--- src/verilog/sarpc_pkg.sv ---
// shared constants and types for the converter cycle control block
`default_nettype none
package sarpc_pkg;
  localparam int RESULT_BITS     = 16;
  localparam int CNT_W           = 6;
  // falling edges of the shift clock that form the sampling phase
  localparam logic [5:0] SAMPLE_EDGES = 6'h05;
  // edge at which the low null bit ends and the msb appears
  localparam logic [5:0] NULL_EDGE    = 6'h06;
  // edge at which the lsb is driven (msb first stream ends)
  localparam logic [5:0] LSB_EDGE     = 6'h15;
  // edge at which the repeated msb ends and the output floats
  localparam logic [5:0] DONE_EDGE    = 6'h25;
  localparam logic [15:0] FULL_SCALE  = 16'hFFFF;
  localparam logic [15:0] ZERO_CODE   = 16'h0000;
  // nominal figures, for reference by the bench
  localparam int BIT_TIME_NS          = 416;
  localparam int CLK_PERIOD_NS        = 10;

  typedef enum logic [2:0] {
    SARPC_IDLE,
    SARPC_SAMPLE,
    SARPC_NULL,
    SARPC_MSB_FIRST,
    SARPC_LSB_FIRST,
    SARPC_DONE
  } sarpc_state_type;

  typedef struct packed {
    logic analog_on;
    logic digital_on;
    logic sampling;
  } sarpc_power_type;
endpackage
`default_nettype wire

--- src/verilog/sarpc_top.sv ---
// conversion cycle, serial result and power state control
`timescale 1ns/1ns
`default_nettype none
module sarpc_top #(
  parameter int RESULT_BITS = sarpc_pkg::RESULT_BITS
) (
  input  wire logic                   CLK,
  input  wire logic                   RESET_N,
  input  wire logic                   SELECT_N,
  input  wire logic                   SHIFT_CLOCK,
  input  wire logic                   COMPARATOR,
  output logic                        RESULT_OUT,
  output logic                        RESULT_OE,
  output logic                        ANALOG_ON,
  output logic                        DIGITAL_ON,
  output logic                        SAMPLING,
  output logic                        CONV_DONE,
  output logic [RESULT_BITS-1:0]      RESULT_WORD
);
  logic                         select_n_s;
  logic                         shift_clock_s;
  logic                         comparator_s;
  logic                         shift_clock_d_reg;
  logic                         fall_edge;
  logic [sarpc_pkg::CNT_W-1:0]  edge_cnt_reg;
  logic [RESULT_BITS-1:0]       result_reg;
  logic [RESULT_BITS-1:0]       trial_reg;
  logic [4:0]                   rep_idx_reg;
  sarpc_pkg::sarpc_state_type   state_reg;
  sarpc_pkg::sarpc_power_type   power_next;

  // pins cross in through two flops before any logic reads them
  sarpc_sync #(.INIT(1'b1)) u_sync_sel (
    .clk      (CLK),
    .reset_n  (RESET_N),
    .pin_in   (SELECT_N),
    .pin_sync (select_n_s)
  );
  // idle level of the shift clock is high, so no false edge after reset
  sarpc_sync #(.INIT(1'b1)) u_sync_sck (
    .clk      (CLK),
    .reset_n  (RESET_N),
    .pin_in   (SHIFT_CLOCK),
    .pin_sync (shift_clock_s)
  );
  sarpc_sync #(.INIT(1'b0)) u_sync_cmp (
    .clk      (CLK),
    .reset_n  (RESET_N),
    .pin_in   (COMPARATOR),
    .pin_sync (comparator_s)
  );

  always_ff @(posedge CLK or negedge RESET_N)
  begin
    if (!RESET_N)
      shift_clock_d_reg <= 1'b1;
    else
      shift_clock_d_reg <= shift_clock_s;
  end

  // edge detect on the synchronised copy only
  assign fall_edge = shift_clock_d_reg & ~shift_clock_s;

  // falling edge counter, cleared whenever select is high
  always_ff @(posedge CLK or negedge RESET_N)
  begin
    if (!RESET_N)
      edge_cnt_reg <= '0;
    else if (select_n_s)
      edge_cnt_reg <= '0;
    else if (fall_edge && state_reg != sarpc_pkg::SARPC_DONE)
      edge_cnt_reg <= edge_cnt_reg + 6'h01;
  end

  // cycle sequencer
  always_ff @(posedge CLK or negedge RESET_N)
  begin
    if (!RESET_N)
      state_reg <= sarpc_pkg::SARPC_IDLE;
    else if (select_n_s)
      state_reg <= sarpc_pkg::SARPC_IDLE;
    else
    begin
      case (state_reg)
        sarpc_pkg::SARPC_IDLE:
          state_reg <= sarpc_pkg::SARPC_SAMPLE;
        sarpc_pkg::SARPC_SAMPLE:
          if (fall_edge && edge_cnt_reg + 6'h01 == sarpc_pkg::SAMPLE_EDGES)
            state_reg <= sarpc_pkg::SARPC_NULL;
        sarpc_pkg::SARPC_NULL:
          if (fall_edge)
            state_reg <= sarpc_pkg::SARPC_MSB_FIRST;
        sarpc_pkg::SARPC_MSB_FIRST:
          if (fall_edge && edge_cnt_reg + 6'h01 == sarpc_pkg::LSB_EDGE + 6'h01)
            state_reg <= sarpc_pkg::SARPC_LSB_FIRST;
        sarpc_pkg::SARPC_LSB_FIRST:
          if (fall_edge && edge_cnt_reg + 6'h01 == sarpc_pkg::DONE_EDGE)
            state_reg <= sarpc_pkg::SARPC_DONE;
        sarpc_pkg::SARPC_DONE:
          state_reg <= sarpc_pkg::SARPC_DONE;
        default:
          state_reg <= sarpc_pkg::SARPC_IDLE;
      endcase
    end
  end

  // successive approximation: trial bit walks down, comparator keeps or drops it
  // code grows with input, all ones at full scale, no offset binary
  always_ff @(posedge CLK or negedge RESET_N)
  begin
    if (!RESET_N)
    begin
      result_reg <= sarpc_pkg::ZERO_CODE;
      trial_reg  <= '0;
    end
    else if (select_n_s)
    begin
      result_reg <= sarpc_pkg::ZERO_CODE;
      trial_reg  <= '0;
    end
    else if (fall_edge && state_reg == sarpc_pkg::SARPC_NULL)
    begin
      result_reg <= {comparator_s, {(RESULT_BITS-1){1'b0}}};
      trial_reg  <= {1'b0, 1'b1, {(RESULT_BITS-2){1'b0}}};
    end
    else if (fall_edge && state_reg == sarpc_pkg::SARPC_MSB_FIRST && trial_reg != '0)
    begin
      result_reg <= comparator_s ? (result_reg | trial_reg) : result_reg;
      trial_reg  <= trial_reg >> 1;
    end
  end

  // index of bit shown in the lsb first phase
  always_ff @(posedge CLK or negedge RESET_N)
  begin
    if (!RESET_N)
      rep_idx_reg <= '0;
    else if (state_reg != sarpc_pkg::SARPC_LSB_FIRST)
      rep_idx_reg <= 5'h01;
    else if (fall_edge)
      rep_idx_reg <= rep_idx_reg + 5'h01;
  end

  // serial output: cleared while select is high, else updated only on a detected falling edge
  always_ff @(posedge CLK or negedge RESET_N)
  begin
    if (!RESET_N)
    begin
      RESULT_OUT <= 1'b0;
      RESULT_OE  <= 1'b0;
    end
    else if (select_n_s)
    begin
      RESULT_OUT <= 1'b0;
      RESULT_OE  <= 1'b0;
    end
    else if (fall_edge)
    begin
      case (state_reg)
        sarpc_pkg::SARPC_SAMPLE:
        begin
          RESULT_OE  <= (edge_cnt_reg + 6'h01 == sarpc_pkg::SAMPLE_EDGES);
          RESULT_OUT <= 1'b0;
        end
        sarpc_pkg::SARPC_NULL:
        begin
          RESULT_OE  <= 1'b1;
          RESULT_OUT <= comparator_s;
        end
        sarpc_pkg::SARPC_MSB_FIRST:
        begin
          RESULT_OE  <= 1'b1;
          // last msb-first edge starts the lsb first repeat with bit one
          if (trial_reg == '0)
            RESULT_OUT <= result_reg[1];
          else
            RESULT_OUT <= comparator_s;
        end
        sarpc_pkg::SARPC_LSB_FIRST:
        begin
          RESULT_OE  <= (edge_cnt_reg + 6'h01 != sarpc_pkg::DONE_EDGE);
          RESULT_OUT <= (edge_cnt_reg + 6'h01 != sarpc_pkg::DONE_EDGE)
                        ? result_reg[rep_idx_reg[3:0] + 4'h1] : 1'b0;
        end
        default:
        begin
          RESULT_OE  <= 1'b0;
          RESULT_OUT <= 1'b0;
        end
      endcase
    end
  end

  // power states
  always_comb
  begin
    power_next.digital_on = ~select_n_s;
    power_next.sampling   = (state_reg == sarpc_pkg::SARPC_IDLE) ||
                            (state_reg == sarpc_pkg::SARPC_SAMPLE);
    // analog stays up until the falling edge after the last decision; done or aborted drops it
    power_next.analog_on  = ~select_n_s &&
                            (state_reg != sarpc_pkg::SARPC_DONE) &&
                            (state_reg != sarpc_pkg::SARPC_LSB_FIRST);
  end

  always_ff @(posedge CLK or negedge RESET_N)
  begin
    if (!RESET_N)
    begin
      ANALOG_ON  <= 1'b0;
      DIGITAL_ON <= 1'b0;
      SAMPLING   <= 1'b0;
    end
    else
    begin
      ANALOG_ON  <= power_next.analog_on;
      DIGITAL_ON <= power_next.digital_on;
      SAMPLING   <= power_next.sampling & ~select_n_s;
    end
  end

  // completed word, published on the falling edge after the last decision
  always_ff @(posedge CLK or negedge RESET_N)
  begin
    if (!RESET_N)
    begin
      CONV_DONE   <= 1'b0;
      RESULT_WORD <= sarpc_pkg::ZERO_CODE;
    end
    else
    begin
      CONV_DONE <= fall_edge && state_reg == sarpc_pkg::SARPC_MSB_FIRST && trial_reg == '0
                   && ~select_n_s;
      if (fall_edge && state_reg == sarpc_pkg::SARPC_MSB_FIRST && trial_reg == '0
          && ~select_n_s)
        RESULT_WORD <= result_reg;
    end
  end
endmodule
`default_nettype wire

--- src/verilog/sarpc_sync.sv ---
// two flip-flop synchroniser for one pin
`timescale 1ns/1ns
`default_nettype none
module sarpc_sync #(
  parameter logic INIT = 1'b0
) (
  input  wire logic clk,
  input  wire logic reset_n,
  input  wire logic pin_in,
  output logic      pin_sync
);
  logic meta_reg;

  always_ff @(posedge clk or negedge reset_n)
  begin
    if (!reset_n)
    begin
      meta_reg <= INIT;
      pin_sync <= INIT;
    end
    else
    begin
      meta_reg <= pin_in;
      pin_sync <= meta_reg;
    end
  end
endmodule
`default_nettype wire

--- config.mk ---
export PLATFORM = sky130hd
export DESIGN_NAME = sarpc_top
export DESIGN_NICKNAME = d
export VERILOG_FILES = /design/src/verilog/sarpc_pkg.sv /design/src/verilog/sarpc_top.sv /design/src/verilog/sarpc_sync.sv
export SDC_FILE = /design/constraint.sdc
export NUM_CORES = 1
export LEC_CHECK = 0
export BUFFER_PORTS_ARGS = -buffer_cell sky130_fd_sc_hd__buf_2
export CORE_MARGIN = 5
export CORE_UTILIZATION = 59
export CTS_CLUSTER_DIAMETER = 120
export DETAILED_ROUTE_END_ITERATION = 12
export PLACE_DENSITY = 0.79
export SYNTH_ARGS = -nofsm -noshare
export SYNTH_HDL_FRONTEND = slang
export SYNTH_SLANG_ARGS = --single-unit
--- constraint.sdc ---
create_clock -name CLK -period 2.65 [get_ports CLK]
set_clock_uncertainty 0.1 [all_clocks]
set_input_delay 0.53 -clock CLK [delete_from_list [all_inputs] [get_ports CLK]]
set_output_delay 0.53 -clock CLK [all_outputs]
set_load 0.03 [all_outputs]
# After elaboration in Yosys (flattened, before gate mapping)
# Index checks and enable logic that the tools add are counted.
[op_classes]
addsub = 3
order_cmp = 1
eq_ne = 15
mux = 27
n_bitwise = 5
reduce_logical = 23
[ops]
columns = ["cell", "n"]
rows = [
  ["$mux 16", 7],
  ["$pmux 3 s6", 1],
  ["$logic_not 16->1", 1],
  ["$or 16x16->16", 1],
  ["$reduce_bool 16->1", 1],
  ["$mux 3", 5],
  ["$mux 6", 2],
  ["$ne 3x2->1 const B", 4],
  ["$logic_and 1x1->1", 11],
  ["$mux 5", 2],
  ["$mux 1", 7],
  ["$add 6x1->6 const B", 1],
  ["$eq 3x2->1 const B", 2],
  ["$eq 3x3->1 const B", 2],
  ["$eq 6x3->1 const B", 1],
  ["$eq 6x5->1 const B", 1],
  ["$eq 6x6->1 const B", 1],
  ["$ne 3x3->1 const B", 2],
  ["$ne 6x6->1 const B", 1],
  ["$pmux 1 s3", 2],
  ["$reduce_bool 2->1", 3],
  ["$reduce_bool 3->1", 2],
  ["$add 5x1->5 const B", 1],
  ["$lt 4x5->1 const B", 1],
  ["10 further kinds", 12],
]
[word_totals]
regBits = 75
input_bits = 5
wordCells = 93

# Depth between registers and ports, before layout
# Gate-level depths: netlist of run 1.
[logic_depth]
ltp_word = 7
ltp_mapped = 9

# Modules after synthesis
# From an unflattened synthesis of run 1, not the netlist that was laid out.
[hier_totals]
cells_unflattened = 276
area_unflattened_um2 = 3266.9
[by_module_without_submodules]
columns = ["module", "n_inst", "cells_per_inst", "area_per_inst_um2"]
rows = [
  ["sarpc_top", 1, 270, 3111.7],
  ["sarpc_sync at u_sync_sck ...", 2, 2, 52.6],
  ["sarpc_sync at u_sync_cmp", 1, 2, 50.0],
]

# Least setup slack after synthesis of run 1
# No wires, ideal clock.
[synth_timing]
kind = "reg-to-reg"
from = "register edge_cnt_reg[0] in the netlist's numbering"
to = "register state_reg[1]"
arrival_ns = 1.786
required_time_ns = 2.446
path_slack_ns = 0.660
stages_incl_launch_ff = 8
path_buffers = 0
period_less_slack_ns = 1.990
cell_sequence = "dfrtp_1 -> ha_1 -> and2b_1 -> a21oi_1 -> a2bb2oi_1 -> o31ai_2 -> o211ai_1 -> a221oi_1"
[synth_between]
elab_chain_cells = 5
word_cells_on_any_way = 11
classes_between = "add/sub: 1; eq/ne: 6; reduce/logical: 4"
[synth_lines]
columns = ["item", "line", "text"]
rows = [
  ["from (decl)", "sarpc_top.sv:25", "logic [sarpc_pkg::CNT_W-1:0] edge_cnt_reg;"],
  ["from (signal assigned)", "sarpc_top.sv:72", "edge_cnt_reg <= edge_cnt_reg + 6'h01;"],
  ["$add 6x1->6 *", "sarpc_top.sv:88, sarpc_top.sv:94, sarpc_top.sv:97", ""],
  ["$eq 6x6->1, or another cell as far along", "sarpc_top.sv:97", "if (fall_edge && edge_cnt_reg + 6'h01 == sarpc_pkg::DONE_EDGE)"],
  ["$logic_and 1x1->1 (on tied branches)", "sarpc_top.sv:97, sarpc_top.sv:88, sarpc_top.sv:94", ""],
  ["$ne 3x2->1 (no source line)", "n/a", ""],
  ["$reduce_and 4->1 (no source line) *", "n/a", ""],
  ["to (signal assigned)", "sarpc_top.sv:98", "state_reg <= sarpc_pkg::SARPC_DONE;"],
  ["to (signal assigned)", "sarpc_top.sv:100", "state_reg <= sarpc_pkg::SARPC_DONE;"],
  ["to (signal assigned)", "sarpc_top.sv:102", "state_reg <= sarpc_pkg::SARPC_IDLE;"],
  ["to (decl)", "sarpc_top.sv:29", "sarpc_pkg::sarpc_state_type state_reg;"],
]
# Every way passes the cells marked *; elsewhere a longest branch is shown, timed or not.
# A chain may end at the register's enable or synchronous reset.

# Worst setup path in the final report of run 1
# Ends and elaborated chain as after synthesis.

==> results of run 1 <==
## placed cells by master, fill, tap and decap left out, types with 3 or more instances in the layout
| cell type | instances |
|---|---|
| sky130_fd_sc_hd__dfrtp_1 | 68 |
| sky130_fd_sc_hd__a21oi_1 | 37 |
| sky130_fd_sc_hd__nor2_1 | 29 |
| sky130_fd_sc_hd__nand2_1 | 27 |
| sky130_fd_sc_hd__buf_2 | 26 |
| sky130_fd_sc_hd__o21ai_0 | 16 |
| sky130_fd_sc_hd__clkbuf_8 | 10 |
| sky130_fd_sc_hd__mux2_4 | 9 |
| sky130_fd_sc_hd__xor2_1 | 8 |
| sky130_fd_sc_hd__mux2_2 | 8 |
| sky130_fd_sc_hd__nor3_1 | 6 |
| sky130_fd_sc_hd__inv_1 | 5 |
| sky130_fd_sc_hd__nand4_1 | 5 |
| sky130_fd_sc_hd__mux4_2 | 5 |
| sky130_fd_sc_hd__dfstp_2 | 5 |
| sky130_fd_sc_hd__xnor2_1 | 4 |
| sky130_fd_sc_hd__ha_1 | 4 |
| sky130_fd_sc_hd__buf_4 | 4 |
| sky130_fd_sc_hd__nor2b_1 | 3 |
| sky130_fd_sc_hd__mux2i_1 | 3 |
| sky130_fd_sc_hd__a21oi_2 | 3 |
## cell type report
cell class,count,area share [%]
flip-flops and latches,73,49.86
clock inverters,6,1.838
multi-input cells,197,36.69
repair buffers,31,4.901
well taps,72,2.451
inverters,5,0.5106
clock buffers,10,3.744
## worst paths after layout
check,to,from,cells after the start,slack (ps)
setup / recovery,state_reg[1],edge_cnt_reg[0],7,280
setup reg to reg,state_reg[1],edge_cnt_reg[0],7,280
hold reg to reg,u_sync_cmp.pin_sync,u_sync_cmp.meta_reg,0,250
hold / removal,result_reg[2],RESET_N,1,100
max in group asynchronous,trial_reg[8],RESET_N,2,1670
min in group CLK,u_sync_sck.meta_reg,SHIFT_CLOCK,1,170
## routing by layer
| metal | wire length (um) | up-vias | part of all wire, % |
|---|---|---|---|
| li1 | - | 1068 | - |
| met1 | 2885 | 1141 | 45 |
| met2 | 3127 | 53 | 49 |
| met3 | 300 | 9 | 4.7 |
| met4 | 124 | 0 | 1.9 |
| met5 | 0 | - | 0 |
## through the flow
step                      setup slack, ps  utilization, %
after floorplan                     660.1               -
after global placement              409.3           63.42
after detailed placement            351.0           63.42
after CTS                           344.5           67.17
after global routing                164.0           67.17
final                               282.1           67.17
## worst max-delay path, delay by kind of cell, from the launching register on
family / cells / cell delay, ps
AO/OA/AOI/OAI: 5 / 1200
adder cells (fa/ha/maj): 1 / 280
AND/OR/NAND/NOR: 1 / 240
flip-flops: 1 / 450
## where the power goes
group          leakage [nW]  internal (mW)  total, mW  switching (mW)
combinational         0.599          0.101      0.282           0.181
clock                0.0985          0.461      0.879           0.418
sequential            0.983           1.15       1.19          0.0389
## logic make-up (layout without fill, tap and decap cells)
logic type / count (synthesis) / count (layout)
AOI/OAI and AO/OA: 68 / 68
xor gates and xnor gates: 12 / 12
muxes: 25 / 25
and+or+nand+nor: 88 / 88
DFF: 73 / 73
buffers and inverters: 22 / 52
adders and majority gates: 4 / 4
==> results.sh, run 1 <==
export IMPL_number_of_antenna_violations_at_the_first_check_in_global_routing=0
export IMPL_async_flop_share_pct=100.0
export IMPL_worst_setup_path_end_kind="flop"
export IMPL_die_area_um2=7200
export IMPL_remaining_drc_errors=0
export IMPL_pwr_dens_nw_per_um2=639.0
export IMPL_synthToLayoutAreaGrowth_pct=11.20
export IMPL_synthDominantAreaCellType="sky130_fd_sc_hd__dfrtp_1"
export IMPL_crit_path_top_delay_cell="sky130_fd_sc_hd__dfrtp_1"
export IMPL_top_level_ports=27
export IMPL_drt_vias_per_instance=5.764
export IMPL_synthesis_area_per_instance_um2=11.32
export IMPL_cts_repair_resized_insts=0
export IMPL_io_buffer_count=26
export IMPL_yosysWarningCount=0
export IMPL_fin_cells=394
export IMPL_die_w_um=84.85
export IMPL_layout_area_seq_um2=1833
export IMPL_run_status="finished, final reports clean"
export IMPL_synthXorXnorAreaFrac_pct=3.179
export IMPL_met3_usage_pct=4.660
export IMPL_min_period_ps=2368
export IMPL_tritoncts="done"
export IMPL_filler_cell_count=432
export IMPL_dominantRegCellSynth="sky130_fd_sc_hd__dfrtp_1"
export IMPL_total_standard_cell_area_after_synthesis_um2=3306
export IMPL_static_leakage_power_nw=1.680
export IMPL_synth_top_cells_by_count="68 x sky130_fd_sc_hd__dfrtp_1, 37 x sky130_fd_sc_hd__a21oi_1, 29 x sky130_fd_sc_hd__nor2_1"
export IMPL_floorplan_die_height_um=84.85
export IMPL_via_count=2271
export IMPL_net_count_reported_at_finish=326
export IMPL_synth_top_family_by_area="simple AND/OR/NAND/NOR gates"
export IMPL_placed_cells=378
export IMPL_final_min_period_over_clock_period_pct=89.36
export IMPL_synth_compound_area_share_pct=11.85
export IMPL_globalRouteOverflowTotal=0
export IMPL_setup_worst_path_start_class="flop"
export IMPL_ir_drop_worst_vdd_mv=0.4727
export IMPL_grtUsageTotal_pct=19.88
export IMPL_timing_slew_headroom_pct=56.02
export IMPL_synth_top_cell_area_share_pct=51.48
export IMPL_rows=27
export IMPL_multiInputGateArea_um2=1349
export IMPL_drv_slew=0
export IMPL_register_area_share_after_synthesis_pct=55.45
export IMPL_rsz0062_at_grt="false"
export IMPL_via_count_of_the_first_global_routing_pass=2268
export IMPL_final_area_um2=3676
export IMPL_netlist_instances=292
export IMPL_use_met2_pct=30.96
export IMPL_critPathRequiredTime_ps=2800
export IMPL_post_synth_top_count_cell="sky130_fd_sc_hd__dfrtp_1"
export IMPL_grt_start_max_net_pins=30
export IMPL_post_cts_repair_setup_buffers=0
export IMPL_post_route_setup_tns_ps=0
export IMPL_final_count_of_negative_setup_slack_endpoints=0
export IMPL_critical_path_cell_chain="ha_1, and2b_1, a21oi_1, a2bb2oi_1, o31ai_2, o211ai_1, a221oi_1"
export IMPL_ys_seq_elements=73
export IMPL_detail_route_antenna_nets=0
export IMPL_cts_hold_fix_buffers=0
export IMPL_gr_max_usage_layer="met2"
export IMPL_layout_cell_share_with_drive_strength_beyond_1_pct=26.71
export IMPL_slowest_delay_ps=450
export IMPL_synth_edff_count=0
export IMPL_initial_utilization_pct=60.40
export IMPL_htree_levels=3
export IMPL_drt_initial_drc_count=189
export IMPL_drt_pass1_iterations=4
export IMPL_grt_met1_usage_pct=26.65
export IMPL_cap_violations=0
export IMPL_synth_simple_gate_area_share_pct=13.13
export IMPL_antennaDiodeCount=0
export IMPL_fmaxAchievable_ghz=0.4223
export IMPL_clk_latency_ps=350
export IMPL_critPathKind="flop to flop"
export IMPL_synthAdderAreaFrac_pct=1.514
export IMPL_totalWireLength_mm=6.438
export IMPL_timing_hold_ws_ps=101.6
export IMPL_crit_fanout=7
export IMPL_fp_coreArea_um2=5473
export IMPL_worst_path_arrival_ps=2520
export IMPL_clock_buffer_count_from_cts=9
export IMPL_postPlaceCellArea_um2=3471
export IMPL_yosys_cell_types_count=49
export IMPL_holdCritPathClass="primary input to async pin"
export IMPL_routed_wire_length_per_instance_um=16.34
export IMPL_post_synth_mux_area_share_pct=11.13
export IMPL_finalPower_mw=2.349
export IMPL_synth_nets=301
export IMPL_place_hpwl_mm=4.469
export IMPL_global_route_wire_length_before_repair_mm=11.19
export IMPL_finalHoldViolCount=0
export IMPL_path_clk_slew_ps=80
export IMPL_finalWeightedCongestion=0.8698
export IMPL_clock_sinks=73
export IMPL_cts_root_buf="sky130_fd_sc_hd__clkbuf_8"
export IMPL_worstMarginPinSlew_ps=659.7
export IMPL_ctsLongestPathBuffers=2
export IMPL_post_synth_main_area_contributors="sky130_fd_sc_hd__dfrtp_1 51%, sky130_fd_sc_hd__a21oi_1 5.6%, sky130_fd_sc_hd__mux2_4 4.1%, sky130_fd_sc_hd__dfstp_2 4.0%, sky130_fd_sc_hd__mux4_2 3.4%"
(Power assumes the default switching activity.)
==> run 2, diff against run 1 <==
--- a/config.mk
+++ b/config.mk
@@ -5,6 +5,7 @@
 export SDC_FILE = /design/constraint.sdc
 export NUM_CORES = 1
 export LEC_CHECK = 0
+export ABC_AREA = 1
 export BUFFER_PORTS_ARGS = -buffer_cell sky130_fd_sc_hd__buf_2
 export CORE_MARGIN = 5
 export CORE_UTILIZATION = 59
==> results.sh, run 2 <==
export IMPL_drv_slew=0
export IMPL_path_clk_slew_ps=70
export IMPL_net_count_reported_at_finish=411
export IMPL_netlist_instances=374
export IMPL_finalPower_mw=2.558
export IMPL_number_of_antenna_violations_at_the_first_check_in_global_routing=0
export IMPL_finalWeightedCongestion=0.8597
export IMPL_post_synth_main_area_contributors="sky130_fd_sc_hd__dfrtp_1 51%, sky130_fd_sc_hd__nand2_1 8.7%, sky130_fd_sc_hd__inv_1 5.1%, sky130_fd_sc_hd__o21ai_2 4.2%, sky130_fd_sc_hd__dfstp_2 3.9%"
export IMPL_timing_hold_ws_ps=38.68
export IMPL_rsz0062_at_grt="false"
export IMPL_cts_hold_fix_buffers=0
export IMPL_synth_top_cell_area_share_pct=50.52
export IMPL_synth_nets=383
export IMPL_met3_usage_pct=4.995
export IMPL_cts_root_buf="sky130_fd_sc_hd__clkbuf_8"
export IMPL_synth_edff_count=0
export IMPL_drt_vias_per_instance=5.399
export IMPL_remaining_drc_errors=0
export IMPL_critPathBufInv=1
export IMPL_critPathKind="flop to flop"
export IMPL_crit_fanout=19
export IMPL_die_area_um2=7320
export IMPL_final_min_period_over_clock_period_pct=84.03
export IMPL_clock_sinks=73
export IMPL_clock_buffer_count_from_cts=9
export IMPL_finalHoldViolCount=0
export IMPL_post_synth_top_count_cell="sky130_fd_sc_hd__nand2_1"
export IMPL_final_count_of_negative_setup_slack_endpoints=0
export IMPL_globalRouteOverflowTotal=0
export IMPL_min_period_ps=2227
export IMPL_timing_slew_headroom_pct=58.80
export IMPL_register_area_share_after_synthesis_pct=54.42
export IMPL_critical_path_cell_chain="ha_1, inv_1, a21oi_1, o21ai_0, nand3_1, nand3_1, nand2_1, nor2_1, o21ai_0, nand2_1"
export IMPL_grt_met1_usage_pct=30.06
export IMPL_slowest_delay_ps=560
export IMPL_yosys_cell_types_count=35
export IMPL_place_hpwl_mm=4.870
export IMPL_detail_route_antenna_nets=0
export IMPL_rows=27
export IMPL_dominantRegCellSynth="sky130_fd_sc_hd__dfrtp_1"
export IMPL_top_level_ports=27
export IMPL_dpl_worst_slack_ps=497.9
export IMPL_grt_start_max_net_pins=37
export IMPL_global_route_wire_length_before_repair_mm=12.04
export IMPL_ys_seq_elements=73
export IMPL_use_met2_pct=31.00
export IMPL_final_area_um2=3715
export IMPL_worst_path_dominant_cell_family="flip-flops"
export IMPL_cap_violations=0
export IMPL_cts_repair_resized_insts=0
export IMPL_ir_drop_worst_vdd_mv=0.3849
export IMPL_die_w_um=85.56
export IMPL_filler_cell_count=438
export IMPL_final_cell_mix="78 x sky130_fd_sc_hd__nand2_1, 68 x sky130_fd_sc_hd__dfrtp_1, 46 x sky130_fd_sc_hd__inv_1"
export IMPL_gr_max_usage_layer="met2"
export IMPL_layout_area_seq_um2=1833
export IMPL_initial_utilization_pct=60.79
export IMPL_synthToLayoutAreaGrowth_pct=10.29
export IMPL_async_flop_share_pct=100.0
export IMPL_crit_path_top_delay_cell="sky130_fd_sc_hd__dfrtp_1"
export IMPL_placed_cells=463
export IMPL_grtUsageTotal_pct=20.92
export IMPL_fmaxAchievable_ghz=0.4491
export IMPL_routed_wire_length_per_instance_um=14.18
export IMPL_fin_cells=479
export IMPL_synthDominantAreaCellType="sky130_fd_sc_hd__dfrtp_1"
export IMPL_drt_pass1_iterations=5
export IMPL_pwr_dens_nw_per_um2=688.7
export IMPL_multiInputGateArea_um2=1237
export IMPL_critPathRequiredTime_ps=2770
export IMPL_layout_setup_ws_ps=423.2
export IMPL_worstMarginPinSlew_ps=617.1
export IMPL_drt_initial_drc_count=178
export IMPL_yosysWarningCount=0
export IMPL_post_cts_repair_setup_buffers=0
export IMPL_final_core_util_pct=67.05
export IMPL_run_status="finished, final reports clean"
export IMPL_antennaDiodeCount=0
export IMPL_fp_coreArea_um2=5540
export IMPL_layout_commonest_cell="sky130_fd_sc_hd__nand2_1"
export IMPL_ctsLongestPathBuffers=2
export IMPL_floorplan_die_height_um=85.56
export IMPL_layout_cell_share_with_drive_strength_beyond_1_pct=20.39
export IMPL_synthesis_area_per_instance_um2=9.006
export IMPL_via_count=2586
export IMPL_tritoncts="done"
export IMPL_totalWireLength_mm=6.791
export IMPL_postPlaceCellArea_um2=3528
export IMPL_static_leakage_power_nw=1.767
export IMPL_setup_worst_path_start_class="flop"
export IMPL_holdCritPathClass="primary input to async pin"
export IMPL_io_buffer_count=26
export IMPL_worst_setup_path_end_kind="flop"
export IMPL_synth_top_cells_by_count="78 x sky130_fd_sc_hd__nand2_1, 68 x sky130_fd_sc_hd__dfrtp_1, 46 x sky130_fd_sc_hd__inv_1"
export IMPL_total_standard_cell_area_after_synthesis_um2=3368
export IMPL_worst_path_arrival_ps=2350
export IMPL_via_count_of_the_first_global_routing_pass=2499
export IMPL_clk_latency_ps=340
export IMPL_post_route_setup_tns_ps=0
export IMPL_htree_levels=3
run 2: cell types whose count changed after synthesis, sizes merged, moves of 15 or more:
| cell | delta |
|---|---|
| a21oi | -25 |
| inv | +49 |
| mux2 | -17 |
| nand2 | +53 |
| nand3 | +18 |
| o21ai | +36 |
| o22ai | +15 |
run 2: metal layers:
metal | up-vias | part of all wire (%)
li1 | 1270 | -
met1 | 1230 | 47
met2 | 77 | 46
met3 | 9 | 5.5
met4 | 0 | 1.5
met5 | - | 0
run 2: where the power goes:
part	internal [mW]	switching, mW
sequential	1.17	0.0520
combinational	0.152	0.341
clock	0.464	0.382
run 2: cell families (layout without fill, tap and decap cells):
logic type,after synthesis,count (layout),share of synthesized area [%]
simple gates,143,143,19.24
fa+ha+maj,4,4,1.486
buf+inv,66,99,8.841
compound gates,86,86,15.49
flops,73,73,54.42
xor+xnor,2,2,0.5202
run 2: area by class of cell:
type	instances	area share [%]
clock inverters	1	0.8084
repair buffers	29	4.446
multi-input cells	235	33.31
clock buffers	15	4.210
well taps	72	2.425
flip-flops and latches	73	49.34
inverters	54	5.456
run 2: worst paths after layout:
kind | startpoint | end | slack, ps | cells past startpoint
setup / recovery | rep_idx_reg[0] | RESULT_OUT | 420 | 10
hold reg to reg | u_sync_cmp.meta_reg | u_sync_cmp.pin_sync | 260 | 0
min in group CLK | SHIFT_CLOCK | u_sync_sck.meta_reg | 190 | 1
setup reg to reg | rep_idx_reg[0] | RESULT_OUT | 420 | 10
max in group asynchronous | RESET_N | u_sync_sck.pin_sync | 1730 | 2
hold / removal | RESET_N | trial_reg[12] | 40 | 1
run 2: worst reg2reg max path, delay by kind of cell, from the launching register on:
family                   cells  cell delay (ps)
buffers and inverters        1              140
AO/OA/AOI/OAI                3              440
adder cells (fa/ha/maj)      1              480
flip-flops                   1              560
AND/OR/NAND/NOR              5              380
